`src/logic/ttx_pkg.sv`:
```
// Package of constants and types for the teletext line inserter.
package ttx_pkg;

   // ****************************************************************
   // Clock rates and time figures.
   // ****************************************************************
   localparam int unsigned CLK_HZ  = 100_000_000; // Core clock.
   localparam int unsigned SYS_HZ  = 27_000_000;  // Video tick rate.
   localparam int unsigned T_OUT_NS = 10_200;     // 10.2 us.
   // Ticks from sync edge to first inserted bit, rounded down.
   localparam int unsigned T_OUT_TICKS =
      (T_OUT_NS * (SYS_HZ / 1000)) / 1_000_000;
   localparam int unsigned REQ_SPAN = 16;  // Request lead, ticks.
   localparam int unsigned REQ_BASE = T_OUT_TICKS - REQ_SPAN;

   // ****************************************************************
   // Bit pattern figures.
   // ****************************************************************
   localparam int unsigned LINE_BITS   = 360;
   localparam int unsigned GROUP_BITS  = 37;
   localparam int unsigned GROUP_TICKS = 144;
   localparam int unsigned SHORT_EVERY = 9;
   localparam int unsigned LONG_TICKS  = 4;
   localparam int unsigned SHORT_TICKS = 3;
   localparam int unsigned REM_BITS    = LINE_BITS % GROUP_BITS;
   // Full-line window length in ticks.
   localparam int unsigned WIN_TICKS =
      (LINE_BITS / GROUP_BITS) * GROUP_TICKS + REM_BITS * LONG_TICKS
      - (REM_BITS - 1) / SHORT_EVERY;

   // ****************************************************************
   // Register map and fields.
   // ****************************************************************
   localparam logic [7:0] ADR_SETUP0   = 8'h0e;
   localparam logic [7:0] ADR_SETUP3   = 8'h11;
   localparam logic [7:0] ADR_MODE3    = 8'h12;
   localparam logic [7:0] ADR_REQ_EDGE = 8'h24;
   localparam logic [7:0] ADR_STATUS   = 8'h25;
   localparam int unsigned EN_BIT      = 4;  // Insert enable.
   localparam int unsigned RISE_LSB    = 4;
   localparam int unsigned FALL_LSB    = 0;
   localparam logic [7:0] RST_REG      = 8'h00;
   localparam logic [7:0] LUMA_LO      = 8'h10;
   localparam logic [7:0] LUMA_HI      = 8'hc0;
   localparam logic [7:0] LUMA_MID     = 8'h68;

   // Register port request.
   typedef struct packed {
      logic [7:0] addr;
      logic [7:0] wdata;
      logic       wr;
      logic       rd;
   } ttx_reg_req_t;

   // Line state, one-hot.
   typedef enum logic [2:0] {
      ST_IDLE = 3'b001,
      ST_LINE = 3'b010,
      ST_DONE = 3'b100
   } ttx_line_st_t;

   // Tick length of the bit at a position within its group.
   // Three bits wide so that a four-tick bit does not wrap to zero.
   function automatic logic [2:0] bit_len(input logic [5:0] pos);
      bit_len = (pos != 6'h00 && (pos % SHORT_EVERY) == 0) ?
         3'(SHORT_TICKS) : 3'(LONG_TICKS);
   endfunction

endpackage

```
`src/logic/ttx_tick_gen.sv`:
```
// Fractional divider making the video tick enable from the core clock.
`timescale 1ns/1ps
`default_nettype none
module ttx_tick_gen #(
   parameter int unsigned CLK_HZ  = 100_000_000,
   parameter int unsigned TICK_HZ = 27_000_000
) (
   input  wire logic core_clk_i,
   input  wire logic rst_i,
   output logic      tick_o
);
   initial begin
      if (TICK_HZ * 2 > CLK_HZ) $error("tick rate too high");
   end

   // Phase accumulator; ticks never fall on two cycles in a row.
   logic [31:0] acc_q;
   logic [31:0] sum;
   assign sum    = acc_q + TICK_HZ;
   assign tick_o = (sum >= CLK_HZ) && !rst_i;

   // Average rate is exact, jitter is one core cycle.
   always_ff @(posedge core_clk_i) begin
      if (rst_i) acc_q <= 32'h0;
      else acc_q <= (sum >= CLK_HZ) ? sum - CLK_HZ : sum;
   end
endmodule
`default_nettype wire

```
`src/logic/ttx_bit_seq.sv`:
```
// Bit duration sequencer for the inserted teletext line.
`timescale 1ns/1ps
`default_nettype none
module ttx_bit_seq
   import ttx_pkg::*;
(
   input  wire logic core_clk_i,
   input  wire logic rst_i,
   input  wire logic tick_i,
   input  wire logic start_i,
   input  wire logic abort_i,
   output logic      bit_start_o,
   output logic      busy_o,
   output logic      done_o
);
   logic       busy_q;  // Line in progress.
   logic [5:0] pos_q;   // Position within group.
   logic [1:0] sub_q;   // Ticks spent in bit.
   logic [8:0] idx_q;   // Bit index in line.
   logic       last, first;
   assign last  = busy_q && tick_i && (sub_q == 2'(bit_len(pos_q) - 3'h1));
   assign first = start_i && tick_i && !busy_q;
   assign done_o = last && idx_q == 9'(LINE_BITS - 1);
   assign bit_start_o = first || (last && !done_o);
   assign busy_o = busy_q;

   // Advance on ticks; short bits every ninth position.
   always_ff @(posedge core_clk_i) begin
      if (rst_i || abort_i) begin
         busy_q <= 1'b0;
         pos_q  <= 6'h0;
         sub_q  <= 2'h0;
         idx_q  <= 9'h0;
      end else if (first) begin
         busy_q <= 1'b1;
         pos_q  <= 6'h0;
         sub_q  <= 2'h0;
         idx_q  <= 9'h0;
      end else if (done_o) begin
         busy_q <= 1'b0;
      end else if (last) begin
         sub_q <= 2'h0;
         idx_q <= idx_q + 9'h1;
         // Group of 37 wraps and repeats.
         pos_q <= (pos_q == 6'(GROUP_BITS - 1)) ? 6'h0 : pos_q + 6'h1;
      end else if (busy_q && tick_i) begin
         sub_q <= sub_q + 2'h1;
      end
   end

   // Helper tick counts for the checks below.
   logic [7:0]  grp_n_q;
   logic [2:0]  bit_n_q;
   logic [11:0] line_n_q;
   always_ff @(posedge core_clk_i) begin
      if (rst_i || first) begin
         grp_n_q <= 8'h1;
         bit_n_q <= 3'h1;
         line_n_q <= 12'h0;
      end else if (tick_i) begin
         grp_n_q <= (bit_start_o && pos_q == 6'(GROUP_BITS - 1)) ?
                    8'h1 : grp_n_q + 8'h1;
         bit_n_q <= bit_start_o ? 3'h1 : bit_n_q + 3'h1;
         line_n_q <= busy_q ? line_n_q + 12'h1 : line_n_q;
      end
   end
endmodule
`default_nettype wire

```
`src/logic/ttx_vbi_inserter.sv`:
```
// Teletext insertion: request pulse, bit sampling and luma levels.
//
// Strobed register access was chosen for this implementation.
`timescale 1ns/1ps
`default_nettype none

// Function
// - Request rise delayed 0..15 by upper field.
// - Request fall delayed 0..15 by lower field.
// - Larger fall delay shortens the request window.
// - Rise change alone keeps request width constant.
// - Data appears 10.2 us after sync.
// - Fall field zero gives full 360-bit window.
// - Enable low: no request, no insertion.
// - 37 bits span exactly 144 ticks.
// - Bits 10,19,28,37 take three ticks.
// - Pattern repeats until 360 bits done.
// - Bits resampled to bandlimited luma levels.
// - Per-line setup bits enable each line.
// - A one switches that field line on.
module ttx_vbi_inserter
   import ttx_pkg::*;
(
   input  wire logic                  core_clk_i,
   input  wire logic                  rst_i,
   input  wire ttx_pkg::ttx_reg_req_t reg_req_i,
   output logic [7:0]                 reg_rdata_o,
   input  wire logic                  hsync_lead_i,
   input  wire logic                  field_odd_i,
   input  wire logic                  vbi_line_valid_i,
   input  wire logic [3:0]            vbi_line_idx_i,
   input  wire logic                  teletext_serial_in_i,
   output logic                       teletext_request_o,
   output logic [7:0]                 ttx_luma_o,
   output logic                       insert_active_o
);
   import ttx_pkg::*;

   // ****************************************************************
   // Register file.
   // ****************************************************************

   logic [3:0][7:0] setup_q;     // Per-line enables, 32 lines.
   logic [7:0]      mode3_q;     // Mode byte with insert enable.
   logic [7:0]      req_edge_q;  // Request edge delays.
   logic [7:0]      rdata_q;     // Read data, one cycle late.
   logic [7:0]      rd_mux;      // Selected read value.
   logic [7:0]      status;      // Live block state.
   logic            sel_setup;   // Address hits a setup byte.
   logic [1:0]      setup_idx;   // Which setup byte.
   logic            teletext_insert_enable;

   assign sel_setup = reg_req_i.addr >= ADR_SETUP0 &&
                      reg_req_i.addr <= ADR_SETUP3;
   assign setup_idx = 2'(reg_req_i.addr - ADR_SETUP0);
   assign teletext_insert_enable = mode3_q[EN_BIT];

   // Writes store in one cycle; the slave never stalls.
   always_ff @(posedge core_clk_i) begin
      if (rst_i) begin
         setup_q    <= {4{RST_REG}};
         mode3_q    <= RST_REG;
         req_edge_q <= RST_REG;
      end else if (reg_req_i.wr) begin
         if (sel_setup) setup_q[setup_idx] <= reg_req_i.wdata;
         if (reg_req_i.addr == ADR_MODE3) mode3_q <= reg_req_i.wdata;
         if (reg_req_i.addr == ADR_REQ_EDGE)
            req_edge_q <= reg_req_i.wdata;
      end
   end

   // Unmapped reads return zero; status is read only.
   assign rd_mux =
      sel_setup                         ? setup_q[setup_idx] :
      (reg_req_i.addr == ADR_MODE3)     ? mode3_q :
      (reg_req_i.addr == ADR_REQ_EDGE)  ? req_edge_q :
      (reg_req_i.addr == ADR_STATUS)    ? status : 8'h00;

   // Read data stand only in the cycle after the strobe.
   always_ff @(posedge core_clk_i) begin
      if (rst_i) rdata_q <= 8'h00;
      else rdata_q <= reg_req_i.rd ? rd_mux : 8'h00;
   end
   assign reg_rdata_o = rdata_q;

   // ****************************************************************
   // Video tick and line position.
   // ****************************************************************

   logic        tick;        // 27 MHz enable.
   logic [11:0] tick_cnt_q;  // Ticks since sync leading edge.

   ttx_tick_gen #(
      .CLK_HZ  (CLK_HZ),
      .TICK_HZ (SYS_HZ)
   ) u_tick (
      .core_clk_i (core_clk_i),
      .rst_i      (rst_i),
      .tick_o     (tick)
   );

   // Count restarts on each sync edge and stops at full scale.
   always_ff @(posedge core_clk_i) begin
      if (rst_i || hsync_lead_i) tick_cnt_q <= 12'h000;
      else if (tick && tick_cnt_q != 12'hfff)
         tick_cnt_q <= tick_cnt_q + 12'h001;
   end

   // ****************************************************************
   // Line selection and state.
   // ****************************************************************

   ttx_line_st_t st_q;        // Line state.
   ttx_line_st_t st_d;        // Next line state.
   logic [31:0]  setup_vec;   // All setup bits flat.
   logic [4:0]   line_sel;    // Odd field first two bytes.
   logic         line_on;     // This line carries teletext.
   logic         seq_done;    // Last bit finished.
   logic         seq_busy;    // Bits are being placed.
   logic         seq_bit;     // First tick of a bit.
   logic         seq_start;   // Start the sequencer.

   assign setup_vec = setup_q;
   assign line_sel  = {~field_odd_i, vbi_line_idx_i};
   // Setup bit one switches the line on.
   assign line_on   = teletext_insert_enable && vbi_line_valid_i &&
                      setup_vec[line_sel];

   // Next-state choice; disabling closes the window at once.
   always_comb begin
      st_d = st_q;
      case (st_q)
         ST_IDLE: begin
            if (hsync_lead_i && line_on) st_d = ST_LINE;
         end
         ST_LINE: begin
            if (hsync_lead_i) st_d = line_on ? ST_LINE : ST_IDLE;
            else if (seq_done) st_d = ST_DONE;
         end
         ST_DONE: begin
            if (hsync_lead_i) st_d = line_on ? ST_LINE : ST_IDLE;
         end
         default: begin
            st_d = ST_IDLE;
         end
      endcase
      // Enable low forces the window shut.
      if (!teletext_insert_enable) st_d = ST_IDLE;
   end

   // State register.
   always_ff @(posedge core_clk_i) begin
      if (rst_i) st_q <= ST_IDLE;
      else st_q <= st_d;
   end

   // ****************************************************************
   // Request pulse.
   // ****************************************************************

   logic [3:0]  rise_q;    // Rise delay held for the line.
   logic [3:0]  fall_q;    // Fall delay held for the line.
   logic [11:0] rise_at;   // Tick count of rising edge.
   logic [11:0] fall_at;   // Tick count of falling edge.
   logic        req_d;     // Request next value.
   logic        req_q;     // Request pin register.
   logic        in_line;   // Line state active.

   // Delays are latched per line so a mid-line write cannot
   // tear the pulse; they take effect on the next line.
   always_ff @(posedge core_clk_i) begin
      if (rst_i) begin
         rise_q <= 4'h0;
         fall_q <= 4'h0;
      end else if (hsync_lead_i) begin
         rise_q <= req_edge_q[RISE_LSB +: 4];
         fall_q <= req_edge_q[FALL_LSB +: 4];
      end
   end

   // Both edges measured from the sync reference.
   assign rise_at = 12'(REQ_BASE) + {8'h00, rise_q};
   // Fall tracks rise, minus its own delay.
   // A zero fall delay keeps the full line width.
   assign fall_at = rise_at + 12'(WIN_TICKS) - {8'h00, fall_q};
   assign in_line = (st_q == ST_LINE);
   // Larger fall delay ends the window sooner.
   assign req_d = in_line && teletext_insert_enable &&
                  tick_cnt_q >= rise_at && tick_cnt_q < fall_at;

   // Request comes straight from a flip-flop.
   always_ff @(posedge core_clk_i) begin
      if (rst_i) req_q <= 1'b0;
      else req_q <= req_d;
   end
   assign teletext_request_o = req_q;

   // ****************************************************************
   // Bit sequencing and resampling.
   // ****************************************************************

   // First bit lands on the tick that reaches the output time.
   assign seq_start = in_line && teletext_insert_enable &&
                      tick_cnt_q == 12'(T_OUT_TICKS - 1);

   ttx_bit_seq u_seq (
      .core_clk_i  (core_clk_i),
      .rst_i       (rst_i),
      .tick_i      (tick),
      .start_i     (seq_start),
      .abort_i     (!in_line),
      .bit_start_o (seq_bit),
      .busy_o      (seq_busy),
      .done_o      (seq_done)
   );

   logic       bit_q;     // Current teletext bit.
   logic [7:0] luma_q;    // Output level register.
   logic       act_q;     // Insertion active flag.
   logic       changed;   // New bit differs from old.

   assign changed = teletext_serial_in_i != bit_q;

   // The source was asked early enough that its bits sit on the
   // input at these instants; only enabled lines are sampled.
   always_ff @(posedge core_clk_i) begin
      if (rst_i) bit_q <= 1'b0;
      else if (seq_bit) bit_q <= teletext_serial_in_i;
   end

   // Edges get one mid-level tick, a two-phase interpolation
   // that halves the step and hides the 3/4 tick jitter.
   always_ff @(posedge core_clk_i) begin
      if (rst_i) begin
         luma_q <= LUMA_LO;
      end else if (tick) begin
         if (seq_bit && changed) luma_q <= LUMA_MID;
         else if (seq_bit) luma_q <= bit_q ? LUMA_HI : LUMA_LO;
         else if (seq_busy) luma_q <= bit_q ? LUMA_HI : LUMA_LO;
         else luma_q <= LUMA_LO;
      end
   end
   assign ttx_luma_o = luma_q;

   // Active flag follows the sequencer.
   always_ff @(posedge core_clk_i) begin
      if (rst_i) act_q <= 1'b0;
      else act_q <= seq_busy && in_line;
   end
   assign insert_active_o = act_q;

   assign status = {5'h00, act_q, req_q, in_line};

   // ****************************************************************
   // Checks.
   // ****************************************************************

   logic [11:0] width_q;   // Ticks with request high.
   always_ff @(posedge core_clk_i) begin
      if (rst_i || !req_q) width_q <= 12'h000;
      else if (tick) width_q <= width_q + 12'h001;
   end
endmodule
`default_nettype wire

```
`config.mk`:
```
export PLATFORM = sky130hd
export DESIGN_NAME = ttx_vbi_inserter
export DESIGN_NICKNAME = d
export VERILOG_FILES = /design/src/logic/ttx_pkg.sv /design/src/logic/ttx_tick_gen.sv /design/src/logic/ttx_bit_seq.sv /design/src/logic/ttx_vbi_inserter.sv
export SDC_FILE = /design/constraint.sdc
export NUM_CORES = 1
export LEC_CHECK = 0
export BUFFER_PORTS_ARGS = -buffer_cell sky130_fd_sc_hd__buf_2
export CELL_PAD_IN_SITES_DETAIL_PLACEMENT = 1
export CELL_PAD_IN_SITES_GLOBAL_PLACEMENT = 2
export CORE_MARGIN = 1.5
export CORE_UTILIZATION = 41
export DETAILED_ROUTE_END_ITERATION = 8
export GPL_TIMING_DRIVEN = 0
export PLACE_DENSITY = 0.93
export SYNTH_ARGS = -nofsm -noshare
export SYNTH_HDL_FRONTEND = slang
export SYNTH_SLANG_ARGS = --single-unit
```
`constraint.sdc`:
```
create_clock -name core_clk_i -period 10.4 [get_ports core_clk_i]
set_input_delay 0.52 -clock core_clk_i [delete_from_list [all_inputs] [get_ports core_clk_i]]
set_output_delay 0.52 -clock core_clk_i [all_outputs]
set_load 0.1 [all_outputs]
```
==> summary.txt <==
Global route
  – Largest net degree at the start of global routing: 17
  – Vias in the first global route: about 8000
  – Initial antenna violation count: 0
  – GRT Residual Overflow: 0
  – Global-route wire length before repair: 41400 µm
  – All-Layer GR Usage: 23.9%

Worst setup path
  – CP startpoint kind: flop
  – R2R Path End: u_seq.pos_q[1]$_SDFFE_PP0P_
  – Worst reg2reg setup slack: 5.23 ns
  – Crit. End Element: flop
  – Reg2Reg Launch Point: u_seq.pos_q[4]$_SDFFE_PP0P_
  – Setup CP Type: reg -> reg
  – WP data required: 10.71 ns
  – Critical Path AT: around 5.5 ns
  – R2r worst-path depth: 19
  – Critical-path maximum fanout: 10

CTS
  – Clk sinks: 130
  – Hold-fix buffers at CTS: 0
  – CTS tree: yes
  – Post-CTS setup buffer count: 0
  – CTS Buf Count: 17
  – Clock root cell: clkbuf_16
  – CTS H-tree lvls: 4
  – Clock slew at reported path FFs: 0.06 ns
  – Max clock buf depth: 2
  – Clk Latency, worst-skew pair: 0.43 ns
  – Resized Gates After CTS: 0

STA
  – Final Hold Vio Count: 0
  – Max Slew Vio Count: 0
  – Setup TNS after final layout: 0 ns
  – Slew HR: 40.5%
  – Least-Margin Pin Slew: 0.888 ns
  – Setup-failing EPs final: 0
  – Slack of the critical path: 5.23 ns
  – Post-route clock period utilization: between 40% and 50%
  – Skew final: 0.00958 ns
  – Unrepaired setup endpoints after global routing: no
  – FMAX: between 150 and 200 MHz
  – Tmin final: 5.17 ns

Drt
  – DRT Pass-1 Iters: 5
  – Post-Route WL: ~25000 µm
  – # DRC: 0
  – Vias: between 7000 and 8000
  – Avg WL per Cell: between 15 and 20 µm
  – Initial DRC Count: 370
  – DRT antenna net count: 0
  – Via/cell ratio: 5.68

Logic synthesis
  – Syn Area/Cell: ~8.4 µm²
  – Top cell type's share of synthesized area: 30.5%
  – Yosys cell types: 93
  – Number of enable flip-flop cells after synthesis: 0
  – Yosys warns: 0
  – FF+latch count, synth: 130
  – Synth Cell Area: between 8000 and 9000 µm²
  – Syn Inst Count: 1013
  – Area leader, netlist: dfxtp_1
  – Seq/Total Area, Yosys: between 30% and 40%
  – Prevailing post-synth register cell: dfxtp_1
  – Area contributors post-synth: dfxtp_1, mux2i_1, nor2_1, ha_1, mux4_2
  – FFs w/ async S/R, synth: 0%

Placement
  – GP Congestion: 0.861
  – Number of port buffers: 39
  – Dpl hpwl: roughly 19000 µm
  – Dpl ws: 5.22 ns

Min path
  – Worst Hold Depth: 3
  – Min-Delay Path Class: in -> reg
  – Hold endpoint: mode3_q[0]$_SDFFE_PP0P_
  – Hold path startpoint: reg_req_i[2]

Finish
  – Filler cell count: about 2500
  – Area delta synth->final: 13.6%
  – Multi-input logic area: 5450 µm²
  – Fin nets: 1138
  – FF+latch area: between 2000 and 3000 µm²
  – Diode count: 0
  – Layout cells sized above 1: 13.5%

Die
  – Num rows: between 50 and 60
  – Initial Util: 42.0%
  – DIE AREA: 21700 µm²
  – Die height: approximately 150 µm
  – Core ar.: a little over 20000 µm²
  – Die width: between 100 and 150 µm
  – Ports: 46

Outcome
  – Status: finished clean

Flow run
  – Max Cap Viol: 0

Pwr
  – Cell Pwr Density: 202 nW/µm²
  – Lkg Pwr: 3.72 nW
  – Final Power: 1.96 mW
  – VDD IR max: 0.125 mV
## metrics by stage
stage | instance area [µm²] | utilization (%) | cells | hold WS (ns)
final | 9680 | 47.7 | 1356 | 0.447
after global routing | 9680 | 47.7 | 1356 | 0.436
after CTS | 9680 | 47.7 | 1356 | 0.426
after detailed placement | 9060 | 44.6 | 1324 | 0.448
after global placement | 9060 | 44.6 | 1324 | 0.440
after floorplan | 8530 | - | 1015 | 0.432
## logic make-up (layout without fill, tap and decap cells)
| logic type | count (synthesis) | count (layout) | synth area share [%] |
|---|---|---|---|
| multiplexers | 76 | 76 | 11.7 |
| XOR/XNOR | 60 | 60 | 6.25 |
| adder cells (fa/ha/maj) | 39 | 39 | 5.76 |
| AND/OR/NAND/NOR | 412 | 412 | 24.6 |
| AO/OA/AOI/OAI | 189 | 189 | 15.5 |
| flip-flops | 130 | 130 | 30.5 |
| buffers and inverters | 106 | 177 | 5.58 |
| other | 1 | 3 | 0.0440 |
## report_power, final
| group | internal (mW) | switching, mW | leakage, nW |
|---|---|---|---|
| Sequential | 0.539 | 0.0414 | 1.05 |
| Clock | 0.389 | 0.249 | 0.301 |
| Combinational | 0.278 | 0.459 | 2.37 |
| Total | 1.21 | 0.749 | 3.72 |
## cell usage after synthesis, types with 6 or more instances
cell type and number:
buf_4 6, buf_2 8, or3_1 10, buf_6 6, nand2b_1 20, o21ai_0 27, inv_1 45, o211ai_1 9
a22oi_1 8, a21o_1 9, nand3b_1 7, clkbuf_1 37, mux4_2 18, xor2_1 20, and2_1 6, mux2i_1 53
ha_1 36, nor3_1 34, nor2_1 124, a21oi_1 61, a211oi_1 7, nand3_1 35, nand4_1 18, o21a_1 9
nor4_1 14, or2_2 9, nand2_1 85, a31oi_1 7, dfxtp_1 130, nor2b_1 10, xnor2_1 39
## flip-flops by register name, indices dropped and copies added (netlist names), 6 cells and up
name and cells:
setup_q 32, u_tick.acc_q 26, tick_cnt_q 12, u_seq.idx_q 9, mode3_q 8, reg_rdata_o 8, req_edge_q 8, u_seq.pos_q 6
## critical path: stages, from the launching register on
cell and delay (ns):
dfxtp_1 0.38, buf_2 0.27, nor2_2 0.11, o21ba_2 0.28
ha_1 0.24, o21ba_2 0.23, o21ai_1 0.31, nand4_4 0.20
buf_6 0.19, xnor2_2 0.15, ha_1 0.20, and2_1 0.15
a32oi_1 0.23, nand3_1 0.11, o31a_1 0.32, nor4b_4 0.50
mux2i_2 0.59, buf_4 0.31, mux2i_1 0.21, nor2_1 0.05
## worst max-delay path by stage
stage                                startpoint                           to  slack (ns)  depth (start not counted)
global placement    u_seq.pos_q[2]$_SDFFE_PP0P_  u_seq.idx_q[1]$_SDFFE_PP0P_        5.33                         19
finish              u_seq.pos_q[4]$_SDFFE_PP0P_  u_seq.pos_q[1]$_SDFFE_PP0P_        5.23                         19
CTS                 u_seq.pos_q[4]$_SDFFE_PP0P_  u_seq.pos_q[1]$_SDFFE_PP0P_        5.20                         19
floorplan           u_seq.pos_q[2]$_SDFFE_PP0P_         st_q[2]$_SDFFE_PP0P_        5.96                         18
global route        u_seq.pos_q[4]$_SDFFE_PP0P_  u_seq.pos_q[0]$_SDFFE_PP0P_        4.88                         19
detailed placement  u_seq.pos_q[4]$_SDFFE_PP0P_  u_seq.pos_q[1]$_SDFFE_PP0P_        5.22                         19
## placed cells by master (no fill, tap or decap), drive strengths merged, types with 6 or more instances in the layout
cell,count
dfxtp,130
nor2,125
nand2,85
a21oi,62
buf,61
clkbuf,56
mux2i,54
inv,52
xnor2,40
ha,36
nand3,35
nor3,35
o21ai,29
nand2b,21
xor2,20
nand4,20
mux4,18
nor4,14
or2,11
nor2b,10
or3,10
a21o,9
o211ai,9
o21a,9
a22oi,8
a211oi,8
nand3b,7
a31oi,7
and2,6
## per-layer routing
layer / routed length [µm] / GRT usage (%) / part of all wire, % / vias up
met2: 11900 / 39.8 / 48 / 152
met5: 0 / 0 / 0 / -
met3: 821 / 3.88 / 3.3 / 38
li1: - / - / - / 3732
met4: 556 / 8.25 / 2.2 / 0
met1: 11700 / 31.3 / 47 / 3779
## layout make-up
| type | count | share of cell area, % |
|---|---|---|
| sequential | 130 | 26.9 |
| clock buffer | 19 | 4.58 |
| timing repair buffer | 39 | 2.02 |
| multi-input combinational | 779 | 56.3 |
| inverter | 47 | 1.82 |
| tap | 270 | 3.49 |
| buffer | 59 | 3.09 |
| clock inverter | 13 | 1.81 |
(Power assumes the default switching activity.)
